`src/verilog/crs_cfg.svh`:
```
// constants for the core register set: bit positions, reset values, stack steps
`ifndef CRS_CFG_SVH
`define CRS_CFG_SVH

// ----------------------------------------------------------------
// register indices
// ----------------------------------------------------------------
`define CRS_IDX_PROG      4'h0
`define CRS_IDX_STACK     4'h1
`define CRS_IDX_STATUS    4'h2
`define CRS_IDX_CONST     4'h3
`define CRS_IDX_GPR_LO    4'h4

// ----------------------------------------------------------------
// status word bit positions
// ----------------------------------------------------------------
`define CRS_BIT_CARRY     0
`define CRS_BIT_ZERO      1
`define CRS_BIT_NEG       2
`define CRS_BIT_IRQ_EN    3
`define CRS_BIT_HALT      4
`define CRS_BIT_OSC_STOP  5
`define CRS_BIT_CG_LOW    6
`define CRS_BIT_CG_HIGH   7
`define CRS_BIT_OVFL      8
`define CRS_STATUS_MASK   16'h01ff

// ----------------------------------------------------------------
// reset values
// ----------------------------------------------------------------
`define CRS_PROG_RST      20'h00000
`define CRS_STACK_RST     20'h00000
`define CRS_STATUS_RST    16'h0000
`define CRS_GPR_RST       20'h00000

// ----------------------------------------------------------------
// stack and vector constants
// ----------------------------------------------------------------
`define CRS_STACK_STEP    20'h00002
`define CRS_VEC_TOP       16'hfffe
`define CRS_LEN_BASE      4'h2

`endif

```
`src/verilog/crs_pkg.sv`:
```
// types shared by the core register set
package crs_pkg;

  // ----------------------------------------------------------------
  // command codes
  // ----------------------------------------------------------------
  typedef enum logic [3:0] {
    OP_NONE                  = 4'h0,
    OP_ADVANCE               = 4'h1,
    OP_WRITE                 = 4'h2,
    OP_FLAGS                 = 4'h3,
    OP_NEAR_JUMP_INSTR       = 4'h4,
    OP_FAR_JUMP_INSTR        = 4'h5,
    OP_NEAR_CALL             = 4'h6,
    OP_FAR_SUBROUTINE_ENTRY  = 4'h7,
    OP_NEAR_RETURN           = 4'h8,
    OP_FAR_SUBROUTINE_EXIT   = 4'h9,
    OP_INTERRUPT_EXIT_INSTR  = 4'ha
  } crs_op_e;

  // ----------------------------------------------------------------
  // operand sizes
  // ----------------------------------------------------------------
  typedef enum logic [1:0] {
    SZ_BYTE = 2'h0,
    SZ_WORD = 2'h1,
    SZ_ADDR = 2'h2
  } crs_size_e;

  // ----------------------------------------------------------------
  // sequencer states, gray along push, read, wait, take
  // ----------------------------------------------------------------
  typedef enum logic [2:0] {
    ST_IDLE = 3'h0,
    ST_PUSH = 3'h1,
    ST_READ = 3'h3,
    ST_WAIT = 3'h2,
    ST_TAKE = 3'h6
  } crs_state_e;

endpackage

```
`src/verilog/crs_flag_unit.sv`:
```
// adder and flag generation for byte and word operations
`timescale 1ns/10ps
`default_nettype none

module crs_flag_unit (
  input  wire logic        [15:0] opnd_a,
  input  wire logic        [15:0] opnd_b,
  input  wire logic               do_sub,
  input  wire logic               byte_mode,
  output logic             [15:0] result,
  output logic                    carry,
  output logic                    zero,
  output logic                    negative,
  output logic                    overflow
);

  logic [15:0] b_inv;
  logic [16:0] sum_w;
  logic [8:0]  sum_b;
  logic        msb_a;
  logic        msb_b;
  logic        msb_r;

  // ----------------------------------------------------------------
  // sum and flags
  // ----------------------------------------------------------------
  always_comb begin
    b_inv    = do_sub ? ~opnd_b : opnd_b;
    sum_w    = {1'b0, opnd_a} + {1'b0, b_inv} + {16'h0000, do_sub};
    sum_b    = {1'b0, opnd_a[7:0]} + {1'b0, b_inv[7:0]} + {8'h00, do_sub};
    result   = byte_mode ? {8'h00, sum_b[7:0]} : sum_w[15:0];
    carry    = byte_mode ? sum_b[8] : sum_w[16];                 // see RL20
    msb_a    = byte_mode ? opnd_a[7] : opnd_a[15];
    msb_b    = byte_mode ? opnd_b[7] : opnd_b[15];
    msb_r    = byte_mode ? result[7] : result[15];
    zero     = (result == 16'h0000);                             // see RL20
    negative = msb_r;                                            // see RL20
    if (do_sub) begin
      overflow = (msb_a != msb_b) && (msb_r != msb_a);           // see RL19
    end else begin
      overflow = (msb_a == msb_b) && (msb_r != msb_a);           // see RL19
    end
  end

endmodule

`default_nettype wire

```
`src/verilog/crs_core_regs.sv`:
```
// dedicated core registers, working registers and call/return/interrupt stacking
`timescale 1ns/10ps
`default_nettype none
`include "crs_cfg.svh"

// What this block does
// RL1: full 20-bit addresses, no paging
// RL2: vector table downward from top word
// RL3: vectors hold 16-bit handler addresses
// RL4: interrupt pushes counter and status with bits 19:16
// RL5: interrupt return restores all 20 counter bits
// RL6: sixteen registers, four dedicated, twelve general
// RL7: counter advances by even length 2..8
// RL8: counter bit zero always zero
// RL9: near jump and call clear upper bits
// RL10: far jump and call load 20 bits
// RL11: word write to counter clears upper bits
// RL12: near call pushes 16 bits, far 20
// RL13: far return reloads 20 bits, stack +4
// RL14: near return reloads 16 bits, stack +2
// RL15: stack predecrement on push, postincrement on pop
// RL16: stack pointer always even, software initialises
// RL17: status written only word register mode
// RL18: software must not write 20-bit status
// RL19: overflow on signed add/subtract sign violation
// RL20: zero, negative, carry follow result
// RL21: global enable gates maskable interrupts
// RL22: halt bit halts, oscillator stop when unused
// RL23: status bit layout, upper bits reserved
// RL24: interrupt entry drops stack four, clears enable
module crs_core_regs (
  input  wire logic                clk_sys,
  input  wire logic                rst,
  input  wire logic                cmd_valid,
  input  wire crs_pkg::crs_op_e    cmd_op,
  input  wire logic        [3:0]   cmd_idx,
  input  wire crs_pkg::crs_size_e  cmd_size,
  input  wire logic                cmd_reg_mode,
  input  wire logic        [19:0]  cmd_data,
  input  wire logic        [15:0]  cmd_opnd_b,
  input  wire logic                cmd_sub,
  input  wire logic                cmd_wr_back,
  input  wire logic        [1:0]   cmd_len,
  input  wire logic                irq_req,
  input  wire logic                irq_nmi,
  input  wire logic        [4:0]   irq_num,
  input  wire logic                lf_xtal_in_use,
  input  wire logic        [3:0]   rd_idx,
  input  wire logic        [15:0]  mem_rdata,
  output logic                     cmd_ready_r,
  output logic                     cmd_ack_r,
  output logic                     irq_ack_r,
  output logic             [19:0]  prog_cnt_r,
  output logic             [19:0]  stk_ptr_r,
  output logic             [15:0]  status_r,
  output logic             [19:0]  rd_data_r,
  output logic             [19:0]  mem_addr_r,
  output logic             [15:0]  mem_wdata_r,
  output logic                     mem_wr_r,
  output logic                     mem_rd_r,
  output logic                     cpu_halt_r,
  output logic                     osc_stop_r
);

  crs_pkg::crs_state_e state_r;
  crs_pkg::crs_state_e state_nxt;
  crs_pkg::crs_op_e    op_r;
  logic                irq_seq_r;
  logic        [1:0]   wcnt_r;
  logic        [1:0]   rcnt_r;
  logic        [15:0]  word0_r;
  logic        [15:0]  word1_r;
  logic        [15:0]  rd0_r;
  logic        [15:0]  vec_addr_r;
  logic        [19:0]  gpr_r [4:15];
  logic                irq_take;
  logic                cmd_go;
  logic                take_last;
  logic        [15:0]  flag_res;
  logic                flag_c;
  logic                flag_z;
  logic                flag_n;
  logic                flag_v;
  logic        [19:0]  wr_fit;
  logic        [19:0]  res_fit;
  logic        [19:0]  step_bytes;
  logic                gpr_hit;

  // ----------------------------------------------------------------
  // size handling of a register write
  // ----------------------------------------------------------------
  function automatic logic [19:0] fit_size(input logic [19:0] d, input crs_pkg::crs_size_e sz);
    logic [19:0] v;
    unique case (sz)
      crs_pkg::SZ_BYTE: v = {12'h000, d[7:0]};
      crs_pkg::SZ_WORD: v = {4'h0, d[15:0]};
      crs_pkg::SZ_ADDR: v = d;
      default:          v = {4'h0, d[15:0]};
    endcase
    return v;
  endfunction

  // ----------------------------------------------------------------
  // adder and flags
  // ----------------------------------------------------------------
  crs_flag_unit u_flag (
    .opnd_a    (cmd_data[15:0]),
    .opnd_b    (cmd_opnd_b),
    .do_sub    (cmd_sub),
    .byte_mode (cmd_size == crs_pkg::SZ_BYTE),
    .result    (flag_res),
    .carry     (flag_c),
    .zero      (flag_z),
    .negative  (flag_n),
    .overflow  (flag_v)
  );

  // ----------------------------------------------------------------
  // acceptance and shared terms
  // ----------------------------------------------------------------
  always_comb begin
    irq_take   = (state_r == crs_pkg::ST_IDLE) && irq_req
                 && (status_r[`CRS_BIT_IRQ_EN] || irq_nmi);          // see RL21
    cmd_go     = (state_r == crs_pkg::ST_IDLE) && cmd_valid && !irq_take
                 && !status_r[`CRS_BIT_HALT];                         // see RL22
    take_last  = (state_r == crs_pkg::ST_TAKE) && (rcnt_r == 2'h1);
    wr_fit     = fit_size(cmd_data, cmd_size);
    res_fit    = fit_size({4'h0, flag_res}, cmd_size);
    step_bytes = {16'h0000, {1'b0, cmd_len, 1'b0} + `CRS_LEN_BASE};  // see RL7
    gpr_hit    = cmd_go && (cmd_idx >= `CRS_IDX_GPR_LO)
                 && ((cmd_op == crs_pkg::OP_WRITE)
                     || ((cmd_op == crs_pkg::OP_FLAGS) && cmd_wr_back));
  end

  // ----------------------------------------------------------------
  // sequencer next state and control
  // ----------------------------------------------------------------
  always_comb begin
    state_nxt = state_r;
    unique case (state_r)
      crs_pkg::ST_IDLE: begin
        if (irq_take) begin
          state_nxt = crs_pkg::ST_PUSH;
        end else if (cmd_go) begin
          unique case (cmd_op)
            crs_pkg::OP_NEAR_CALL,
            crs_pkg::OP_FAR_SUBROUTINE_ENTRY: state_nxt = crs_pkg::ST_PUSH;
            crs_pkg::OP_NEAR_RETURN,
            crs_pkg::OP_FAR_SUBROUTINE_EXIT,
            crs_pkg::OP_INTERRUPT_EXIT_INSTR: state_nxt = crs_pkg::ST_READ;
            default:                          state_nxt = crs_pkg::ST_IDLE;
          endcase
        end
      end
      crs_pkg::ST_PUSH: begin
        if (wcnt_r == 2'h1) begin
          state_nxt = (rcnt_r != 2'h0) ? crs_pkg::ST_READ : crs_pkg::ST_IDLE;
        end
      end
      crs_pkg::ST_READ: state_nxt = crs_pkg::ST_WAIT;
      crs_pkg::ST_WAIT: state_nxt = crs_pkg::ST_TAKE;
      crs_pkg::ST_TAKE: state_nxt = take_last ? crs_pkg::ST_IDLE : crs_pkg::ST_READ;
      default:          state_nxt = crs_pkg::ST_IDLE;
    endcase
  end
  always_ff @(posedge clk_sys or posedge rst) begin
    if (rst) begin
      state_r    <= crs_pkg::ST_IDLE;
      op_r       <= crs_pkg::OP_NONE;
      irq_seq_r  <= 1'b0;
      wcnt_r     <= 2'h0;
      rcnt_r     <= 2'h0;
      word0_r    <= 16'h0000;
      word1_r    <= 16'h0000;
      rd0_r      <= 16'h0000;
      vec_addr_r <= 16'h0000;
    end else begin
      state_r <= state_nxt;
      if (irq_take) begin
        op_r       <= crs_pkg::OP_NONE;
        irq_seq_r  <= 1'b1;
        wcnt_r     <= 2'h2;
        rcnt_r     <= 2'h1;
        word0_r    <= prog_cnt_r[15:0];                                   // see RL4
        word1_r    <= {prog_cnt_r[19:16], status_r[11:0]};                // see RL4
        vec_addr_r <= `CRS_VEC_TOP - {10'h000, irq_num, 1'b0};            // see RL2
      end else if (cmd_go) begin
        op_r      <= cmd_op;
        irq_seq_r <= 1'b0;
        unique case (cmd_op)
          crs_pkg::OP_NEAR_CALL: begin
            wcnt_r  <= 2'h1;
            rcnt_r  <= 2'h0;
            word0_r <= prog_cnt_r[15:0];                                  // see RL12
          end
          crs_pkg::OP_FAR_SUBROUTINE_ENTRY: begin
            wcnt_r  <= 2'h2;
            rcnt_r  <= 2'h0;
            word0_r <= {12'h000, prog_cnt_r[19:16]};                      // see RL12
            word1_r <= prog_cnt_r[15:0];
          end
          crs_pkg::OP_NEAR_RETURN: begin
            wcnt_r <= 2'h0;
            rcnt_r <= 2'h1;
          end
          crs_pkg::OP_FAR_SUBROUTINE_EXIT,
          crs_pkg::OP_INTERRUPT_EXIT_INSTR: begin
            wcnt_r <= 2'h0;
            rcnt_r <= 2'h2;
          end
          default: begin
            wcnt_r <= 2'h0;
            rcnt_r <= 2'h0;
          end
        endcase
      end else if (state_r == crs_pkg::ST_PUSH) begin
        wcnt_r  <= wcnt_r - 2'h1;
        word0_r <= word1_r;
      end else if (state_r == crs_pkg::ST_TAKE) begin
        rcnt_r <= rcnt_r - 2'h1;
        rd0_r  <= mem_rdata;
      end
    end
  end

  // ----------------------------------------------------------------
  // handshake outputs and stack memory port
  // ----------------------------------------------------------------
  always_ff @(posedge clk_sys or posedge rst) begin
    if (rst) begin
      cmd_ready_r <= 1'b0;
      cmd_ack_r   <= 1'b0;
      irq_ack_r   <= 1'b0;
    end else begin
      cmd_ready_r <= (state_nxt == crs_pkg::ST_IDLE);
      cmd_ack_r   <= cmd_go;
      irq_ack_r   <= irq_take;
    end
  end
  always_ff @(posedge clk_sys or posedge rst) begin
    if (rst) begin
      mem_addr_r  <= 20'h00000;
      mem_wdata_r <= 16'h0000;
      mem_wr_r    <= 1'b0;
      mem_rd_r    <= 1'b0;
    end else begin
      mem_wr_r <= 1'b0;
      mem_rd_r <= 1'b0;
      if (state_r == crs_pkg::ST_PUSH) begin
        mem_wr_r    <= 1'b1;
        mem_addr_r  <= stk_ptr_r - `CRS_STACK_STEP;                      // see RL15
        mem_wdata_r <= word0_r;
      end else if (state_r == crs_pkg::ST_READ) begin
        mem_rd_r   <= 1'b1;
        mem_addr_r <= irq_seq_r ? {4'h0, vec_addr_r} : stk_ptr_r;        // see RL1
      end
    end
  end

  // ----------------------------------------------------------------
  // stack pointer and program counter
  // ----------------------------------------------------------------
  always_ff @(posedge clk_sys or posedge rst) begin
    if (rst) begin
      stk_ptr_r <= `CRS_STACK_RST;
    end else if (cmd_go && (cmd_op == crs_pkg::OP_WRITE) && (cmd_idx == `CRS_IDX_STACK)) begin
      stk_ptr_r <= {wr_fit[19:1], 1'b0};                                 // see RL16
    end else if (state_r == crs_pkg::ST_PUSH) begin
      stk_ptr_r <= stk_ptr_r - `CRS_STACK_STEP;                          // see RL15, RL24
    end else if ((state_r == crs_pkg::ST_READ) && !irq_seq_r) begin
      stk_ptr_r <= stk_ptr_r + `CRS_STACK_STEP;                          // see RL13, RL14, RL15
    end
  end
  always_ff @(posedge clk_sys or posedge rst) begin
    if (rst) begin
      prog_cnt_r <= `CRS_PROG_RST;
    end else if (cmd_go) begin
      unique case (cmd_op)
        crs_pkg::OP_ADVANCE: prog_cnt_r <= prog_cnt_r + step_bytes;  // see RL7
        crs_pkg::OP_WRITE: begin
          if (cmd_idx == `CRS_IDX_PROG) begin
            prog_cnt_r <= {wr_fit[19:1], 1'b0};                          // see RL8, RL11
          end
        end
        crs_pkg::OP_NEAR_JUMP_INSTR,
        crs_pkg::OP_NEAR_CALL: prog_cnt_r <= {4'h0, cmd_data[15:1], 1'b0};  // see RL9
        crs_pkg::OP_FAR_JUMP_INSTR,
        crs_pkg::OP_FAR_SUBROUTINE_ENTRY: prog_cnt_r <= {cmd_data[19:1], 1'b0};  // see RL10
        default: prog_cnt_r <= prog_cnt_r;
      endcase
    end else if (take_last) begin
      if (irq_seq_r) begin
        prog_cnt_r <= {4'h0, mem_rdata[15:1], 1'b0};                     // see RL3
      end else begin
        unique case (op_r)
          crs_pkg::OP_NEAR_RETURN: prog_cnt_r <= {prog_cnt_r[19:16], mem_rdata[15:1], 1'b0};  // see RL14
          crs_pkg::OP_FAR_SUBROUTINE_EXIT: prog_cnt_r <= {mem_rdata[3:0], rd0_r[15:1], 1'b0};  // see RL13
          crs_pkg::OP_INTERRUPT_EXIT_INSTR: prog_cnt_r <= {rd0_r[15:12], mem_rdata[15:1], 1'b0};  // see RL5
          default: prog_cnt_r <= prog_cnt_r;
        endcase
      end
    end
  end

  // ----------------------------------------------------------------
  // status word and power control outputs
  // ----------------------------------------------------------------
  always_ff @(posedge clk_sys or posedge rst) begin
    if (rst) begin
      status_r <= `CRS_STATUS_RST;
    end else if (cmd_go && (cmd_op == crs_pkg::OP_WRITE) && (cmd_idx == `CRS_IDX_STATUS)) begin
      if ((cmd_size == crs_pkg::SZ_WORD) && cmd_reg_mode) begin
        status_r <= cmd_data[15:0] & `CRS_STATUS_MASK;                   // see RL17, RL18, RL23
      end
    end else if (cmd_go && (cmd_op == crs_pkg::OP_FLAGS)) begin
      status_r[`CRS_BIT_CARRY] <= flag_c;                                // see RL20
      status_r[`CRS_BIT_ZERO]  <= flag_z;                                // see RL20
      status_r[`CRS_BIT_NEG]   <= flag_n;                                // see RL20
      status_r[`CRS_BIT_OVFL]  <= flag_v;                                // see RL19
    end else if ((state_r == crs_pkg::ST_PUSH) && irq_seq_r && (wcnt_r == 2'h1)) begin
      status_r[`CRS_BIT_IRQ_EN] <= 1'b0;                                 // see RL24
      status_r[`CRS_BIT_HALT]   <= 1'b0;
    end else if (take_last && !irq_seq_r && (op_r == crs_pkg::OP_INTERRUPT_EXIT_INSTR)) begin
      status_r <= rd0_r & `CRS_STATUS_MASK;                              // see RL5
    end
  end
  always_ff @(posedge clk_sys or posedge rst) begin
    if (rst) begin
      cpu_halt_r <= 1'b0;
      osc_stop_r <= 1'b0;
    end else begin
      cpu_halt_r <= status_r[`CRS_BIT_HALT];                             // see RL22
      osc_stop_r <= status_r[`CRS_BIT_OSC_STOP] && !lf_xtal_in_use;      // see RL22
    end
  end

  // ----------------------------------------------------------------
  // working registers and read port
  // ----------------------------------------------------------------
  for (genvar gi = 4; gi < 16; gi++) begin : g_gpr
    always_ff @(posedge clk_sys or posedge rst) begin
      if (rst) begin
        gpr_r[gi] <= `CRS_GPR_RST;
      end else if (gpr_hit && (cmd_idx == 4'(gi))) begin
        gpr_r[gi] <= (cmd_op == crs_pkg::OP_FLAGS) ? res_fit : wr_fit;   // see RL6
      end
    end
  end
  always_ff @(posedge clk_sys or posedge rst) begin
    if (rst) begin
      rd_data_r <= 20'h00000;
    end else begin
      unique case (rd_idx)
        `CRS_IDX_PROG:   rd_data_r <= prog_cnt_r;                        // see RL6
        `CRS_IDX_STACK:  rd_data_r <= stk_ptr_r;
        `CRS_IDX_STATUS: rd_data_r <= {4'h0, status_r};
        `CRS_IDX_CONST:  rd_data_r <= 20'h00000;
        default:         rd_data_r <= gpr_r[rd_idx];
      endcase
    end
  end

endmodule

`default_nettype wire

```
`config.mk`:
```
export PLATFORM = sky130hd
export DESIGN_NAME = crs_core_regs
export DESIGN_NICKNAME = d
export VERILOG_FILES = /design/src/verilog/crs_pkg.sv /design/src/verilog/crs_flag_unit.sv /design/src/verilog/crs_core_regs.sv
export VERILOG_INCLUDE_DIRS = /design/src /design/src/verilog
export SDC_FILE = /design/constraint.sdc
export NUM_CORES = 1
export LEC_CHECK = 0
export BUFFER_PORTS_ARGS = -buffer_cell sky130_fd_sc_hd__buf_2
export CORE_MARGIN = 2
export CORE_UTILIZATION = 54
export DETAILED_ROUTE_END_ITERATION = 16
export PLACE_DENSITY = 0.88
export SYNTH_ARGS = -nofsm -noshare
export SYNTH_HDL_FRONTEND = slang
export SYNTH_SLANG_ARGS = --single-unit
export TNS_END_PERCENT = 10
```
`constraint.sdc`:
```
create_clock -name clk_sys -period 14.63 [get_ports clk_sys]
set_clock_uncertainty 0.2 [all_clocks]
set_input_delay 2.1945 -clock clk_sys [delete_from_list [all_inputs] [get_ports clk_sys]]
set_output_delay 2.1945 -clock clk_sys [all_outputs]
set_load 0.02 [all_outputs]
```
==> results.yml, run 1 <==
power:
  ir_drop_mv: 0.0927
  sequentialPowerShare: 0.411
  power.clock.fraction: 0.288
  p_int_mw: 2.43
  combPwrFrac: 0.301
  power-per-cell-area_nw_per_um2: 163
  power_switching_mw: 1.47
  swShare: 0.377
  p_leak_nw: 11.0
clocking:
  cts_buffers: 42
  cts_setup_buffers: 0
  cts_sinks: 416
  clk_pin_slew_worst_paths_ns: 0.07
  insertion_delay_ns: 0.57
  cts_resized: 0
  cts_root_buffer: "clkbuf_16"
  cts_hold_buf: 0
  cts_tree: "yes"
  clockBufferDepth: 3
  cts.htree.levels: 2
grt:
  grt_pass1_vias: 18000
  overflow: 0
  grt_max_degree: 116
  grt_pass1_wl_um: 103000
  grt_use_total: 0.323
  antenna_found_initial: 4
floorplan:
  row_count: 72
  core_um2: 38800
  die-area_um2: 41100
  die_x_um: 203
  initial_utilization: 0.549
  io_pins: 201
  die_h_um: 203
finish:
  nets: 2385
  fillers: 2968
  final_layout_size_suffix_gt1_frac: 0.197
  layout.cells.most_common_list: "nand2_1 (429), dfrtp_1 (416), o21ai_0 (316)"
  final_common_cell: "nand2_1"
  syn_to_final_growth_pct: 12.2
sta:
  post-route-period-util: 0.370
  fmax_mhz: 185
  slew_headroom: 0.206
  drv_slew: 0
  finalSetupViolCount: 0
  fin_crit_ns: 5.42
  fin_ws_ns: 9.21
  finalSetupTns_ns: 0
  finalHoldViolations: 0
  max_slew.worst_pin.slew_ns: 1.19
  rsz0062_at_grt: "no"
route:
  wl_um: 66200
  vias: 18400
  via_per_inst: 6.51
  ant_nets: 0
  wl_per_cell_um: 23.4
  drc: 0
  dr.pass1.iters: 6
  drt_iter0_drc: 2239
worst_setup_path:
  timing.rr.start: "state_r[1]"
  worstSetupPathType: "input port to flip-flop"
  cp.arrival_ns: 5.73
  rrSetupSlack_ns: 10.62
  cp.required_ns: 14.94
  crit_path_end_kind: "flip-flop"
  worstPathMaxFanout: 16
  startpoint_type: "input port"
  worstSetupStartpoint: "cmd_sub"
outcome:
  outcome: "complete, no violations"
hold_path:
  min_from: "mem_wdata_r[3]"
  hp-class: "flip-flop to flip-flop"
synthesis:
  syn_area_um2: 21300
  yosysWarnings: 0
  avgSynthCellArea_um2: 9.76
  ys_ff_latch: 416
  synthTopCellsByArea: "dfrtp_1 (49%), nand2_1 (7.6%), o21ai_0 (7.4%)"
  synth_edf_count: 0
  synthCells: 2184
  synth_cell_types: 80
  synth_ff_type: "dfrtp_1"
  yosysSeqAreaShare: 0.488
  netlist.area_leader.share: 0.488
  async_reset_ff_frac: 1.00
  synth_area_leader_cell: "dfrtp_1"
placed_design:
  io_buffers: 191
  place.detailed.hpwl_um: 44100
  gp_congestion: 0.964
  pre_cts_ws_ns: 8.73
flow_run:
  max_cap_violations: 0
-- registers in the layout (all words and copies together), names as in the netlist --
| register | count |
|---|---|
| cmd_ready_r | 1 |
| op_r | 4 |
| state_r | 3 |
| mem_addr_r | 20 |
| status_r | 9 |
| stk_ptr_r | 19 |
| rd_data_r | 20 |
| gpr_r | 240 |
| rcnt_r | 2 |
| word1_r | 16 |
| cpu_halt_r | 1 |
| cmd_ack_r | 1 |
| wcnt_r | 2 |
| rd0_r | 16 |
| irq_ack_r | 1 |
| mem_rd_r | 1 |
| vec_addr_r | 6 |
| prog_cnt_r | 19 |
| osc_stop_r | 1 |
| mem_wr_r | 1 |
| word0_r | 16 |
| mem_wdata_r | 16 |
| irq_seq_r | 1 |
-- cell families (layout without fill, tap and decap cells) --
kind of cell,Yosys count,in the layout,share of synthesized area
compound gates,580,580,0.159
xor+xnor,38,38,0.0156
fa+ha+maj,29,29,0.0177
buf+inv,208,321,0.0394
flops,416,416,0.488
mux,179,179,0.129
other cells,1,13,0.000176
simple gates,733,733,0.151
-- final cells by class --
type	count	area (µm²)	share of cell area
Antenna cell	4	10.0	0.000418
Clock buffer	53	1150	0.0481
Clock inverter	22	285	0.0119
Inverter	26	105	0.00439
Multi-Input combinational cell	1568	10100	0.424
Sequential cell	416	10400	0.435
Tap cell	518	648	0.0271
Timing Repair Buffer	220	1180	0.0491
-- power groups by stage --
stage / Combinational [mW] / Sequential (mW) / Clock (mW)
after global routing: 1.28 / 1.62 / 1.18
after floorplan: 0.742 / 1.61 / 0
after global placement: 1.11 / 1.59 / 0
after CTS: 1.16 / 1.59 / 1.13
after detailed placement: 1.14 / 1.61 / 0
final: 1.18 / 1.60 / 1.12
-- through the flow --
step | power (mW) | instances | instance area, µm² | hold slack [ns] | util
after floorplan | 2.35 | 2192 | 21400 | 0.239 | -
after global placement | 2.70 | 2748 | 22500 | 0.249 | 0.579
after detailed placement | 2.75 | 2748 | 22500 | 0.252 | 0.579
after CTS | 3.87 | 2823 | 23900 | 0.268 | 0.616
after global routing | 4.08 | 2824 | 23900 | 0.290 | 0.616
final | 3.90 | 2827 | 23900 | 0.266 | 0.616
-- worst max-delay path, cell delays in order --
cell and delay, ns:
buf_2 0.36, xor2_1 0.24, ha_1 0.29, a21oi_1 0.24, o22ai_1 0.21, o31a_1 0.40, a2111oi_1 0.45, o21ai_0 0.19
a31oi_1 0.82, mux2_2 0.31
-- cells in the mapped netlist (11+ instances only) --
library cell and n:
a21oi_1 95, xor2_1 28, o22ai_1 19, nor2_1 114, mux2_2 66, clkbuf_1 150
ha_1 27, nor2b_1 19, mux4_2 69, nand4_1 14, o21ai_0 316, nor4_1 11
buf_1 13, nand2_1 430, a221oi_1 19, a31oi_1 15, o31ai_1 19, nand3_1 45
a22oi_1 11, inv_1 25, mux2i_1 42, dfrtp_1 416, a21o_1 13, nor3_1 26
-- routing by layer --
metal | GRT usage | vias to the layer above | wire, µm
met4 | 0.214 | 4 | 4690
li1 | - | 7942 | -
met5 | 0 | - | 28
met3 | 0.0685 | 273 | 6790
met2 | 0.509 | 1210 | 30700
met1 | 0.405 | 8984 | 24000
-- worst paths after layout --
kind                                   to  cells past startpoint
min                        mem_wdata_r[3]                      2
min in group asynchronous      gpr_r[220]                      2
max in group asynchronous        rd0_r[7]                      4
max                            gpr_r[233]                     10
min reg2reg                mem_wdata_r[3]                      2
max reg2reg                   word1_r[14]                      8
Power figures use the tool's default switching activity.
==> run 2, diff against run 1 <==
--- a/config.mk
+++ b/config.mk
@@ -8,9 +8,9 @@
 export LEC_CHECK = 0
 export BUFFER_PORTS_ARGS = -buffer_cell sky130_fd_sc_hd__buf_2
 export CORE_MARGIN = 2
-export CORE_UTILIZATION = 54
+export CORE_UTILIZATION = 55
 export DETAILED_ROUTE_END_ITERATION = 16
-export PLACE_DENSITY = 0.88
+export PLACE_DENSITY = 0.86
 export SYNTH_ARGS = -nofsm -noshare
 export SYNTH_HDL_FRONTEND = slang
 export SYNTH_SLANG_ARGS = --single-unit
==> constraint.sdc (replaced) <==
create_clock -name clk_sys -period 5 [get_ports clk_sys]
set_clock_uncertainty 0.2 [all_clocks]
set_input_delay 0.75 -clock clk_sys [delete_from_list [all_inputs] [get_ports clk_sys]]
set_output_delay 0.75 -clock clk_sys [all_outputs]
set_load 0.02 [all_outputs]
==> results.yml, run 2 (synthesis gave the netlist of run 1 again) <==
grt:
  antenna_found_initial: 3
  grt_use_total: 0.330
  overflow: 0
  busiest_layer: "met2"
  grt_pass1_wl_um: 103000
  grt_max_degree: 103
  grt_pass1_vias: 18200
  use_met2: 0.534
  grt.met1_usage: 0.407
  grtUsageMet3: 0.0714
power:
  p_int_mw: 7.40
  swShare: 0.371
  ir_drop_mv: 0.334
  power_switching_mw: 4.37
  sequentialPowerShare: 0.395
  power_mw: 11.8
  combPwrFrac: 0.298
  power-per-cell-area_nw_per_um2: 485
  p_leak_nw: 11.2
  power.clock.fraction: 0.307
clocking:
  cts_buffers: 44
  cts_sinks: 416
  cts_tree: "yes"
  cts_setup_buffers: 0
  insertion_delay_ns: 0.59
  cts_hold_buf: 0
  clk_pin_slew_worst_paths_ns: 0.06
  cts_resized: 0
  clockBufferDepth: 3
  cts.htree.levels: 2
  cts_root_buffer: "clkbuf_16"
floorplan:
  row_count: 72
  die_h_um: 201
  io_pins: 201
  core_um2: 38500
  die-area_um2: 40400
  die_x_um: 201
  initial_utilization: 0.554
sta:
  hold_ws_ns: 0.0952
  finalHoldViolations: 0
  finalSetupViolCount: 0
  fin_crit_ns: 4.17
  fmax_mhz: 240
  drv_slew: 0
  rsz0062_at_grt: "no"
  slew_headroom: 0.225
  max_slew.worst_pin.slew_ns: 1.16
  finalSetupTns_ns: 0
  post-route-period-util: 0.835
finish:
  final_layout_size_suffix_gt1_frac: 0.201
  fin_cells: 2845
  layout.cells.most_common_list: "nand2_1 (429), dfrtp_1 (416), o21ai_0 (316)"
  final_common_cell: "nand2_1"
  utilization: 0.631
  fillers: 2967
  nets: 2400
  syn_to_final_growth_pct: 13.8
  largest_register_ffs: 240
  reg.largest.list: "gpr_r: 240 flops, mem_addr_r: 20 flops, rd_data_r: 20 flops"
  top_register: "gpr_r"
outcome:
  outcome: "complete, no violations"
placed_design:
  place.detailed.hpwl_um: 45100
  gp_congestion: 0.991
  io_buffers: 191
  dp_cells: 2761
route:
  drc: 0
  ant_nets: 0
  via_per_inst: 6.48
  drt_iter0_drc: 1911
  vias: 18400
  wl_um: 66300
  wl_per_cell_um: 23.3
  dr.pass1.iters: 6
worst_setup_path:
  cp_cell_sequence: "buf_2 -> xor2_1 -> ha_1 -> a21oi_1 -> o22ai_1 -> o31a_1 -> a2111oi_1 -> o21ai_0 -> a31oi_1 -> mux2_2"
  worstSetupPathType: "input port to flip-flop"
  cp.required_ns: 5.30
  crit_path_end_kind: "flip-flop"
  critPathTopFamily: "compound AO/OA/AOI/OAI gates"
  cpMaxStageDelayCell: "a31oi_1"
  slowest_delay_ns: 0.95
  startpoint_type: "input port"
  worstSetupPathDepth: 10
  worstRegToRegCells: 8
  worstPathMaxFanout: 16
  cp.arrival_ns: 4.48
  path_buf_inv: 1
hold_path:
  hp-class: "input port to asynchronous set/reset pin"
flow_run:
  max_cap_violations: 0
-- run 2: layout make-up --
class	count	area, µm²	share of cell area
flip-flops and latches	416	10400	0.429
multi-input cells	1568	10100	0.418
repair buffers	233	1340	0.0551
clock buffers	62	1290	0.0531
well taps	518	648	0.0267
clock inverters	18	338	0.0139
inverters	26	101	0.00418
diodes	4	10.0	0.000413
-- run 2: final timing paths --
check | start | end | slack [ns]
min in group clk_sys | lf_xtal_in_use | osc_stop_r | 0.11
max in group asynchronous | rst | rd_data_r[16] | 3.31
min | rst | gpr_r[181] | 0.1
max | cmd_sub | gpr_r[13] | 0.83
min reg2reg | word0_r[10] | mem_wdata_r[10] | 0.27
max reg2reg | state_r[0] | status_r[8] | 1.20
-- run 2: power by group through the flow --
stage,registers [mW],logic (mW),clock network [mW]
2_1_floorplan,4.71,2.17,0
3_3_place_gp,4.63,3.29,0
3_5_place_dp,4.67,3.40,0
4_1_cts,4.61,3.44,3.65
5_1_grt,4.71,3.80,3.77
6_report,4.65,3.51,3.61
-- run 2: worst reg2reg max path: stages, from the launching register on --
cell	delay (ns)
dfrtp_1	0.42
nor3_1	0.40
o211ai_1	0.46
inv_1	0.83
nand2_1	0.45
a31o_2	0.41
mux2_2	0.28
a31oi_1	0.12
o21ai_0	0.10
-- run 2: through the flow --
step	setup WS, ns	instance area, µm²
after floorplan	-1.56	21400
after global routing	0.701	24300
after global placement	0.642	22600
after detailed placement	0.432	22600
final	0.825	24300
after CTS	0.942	24300
-- run 2: metal layers --
layer  vias to the layer above  part of all wire
met5                         -           0.00015
met4                         2             0.069
met3                       250              0.10
met2                      1148              0.47
met1                      9081              0.36
li1                       7964                 -
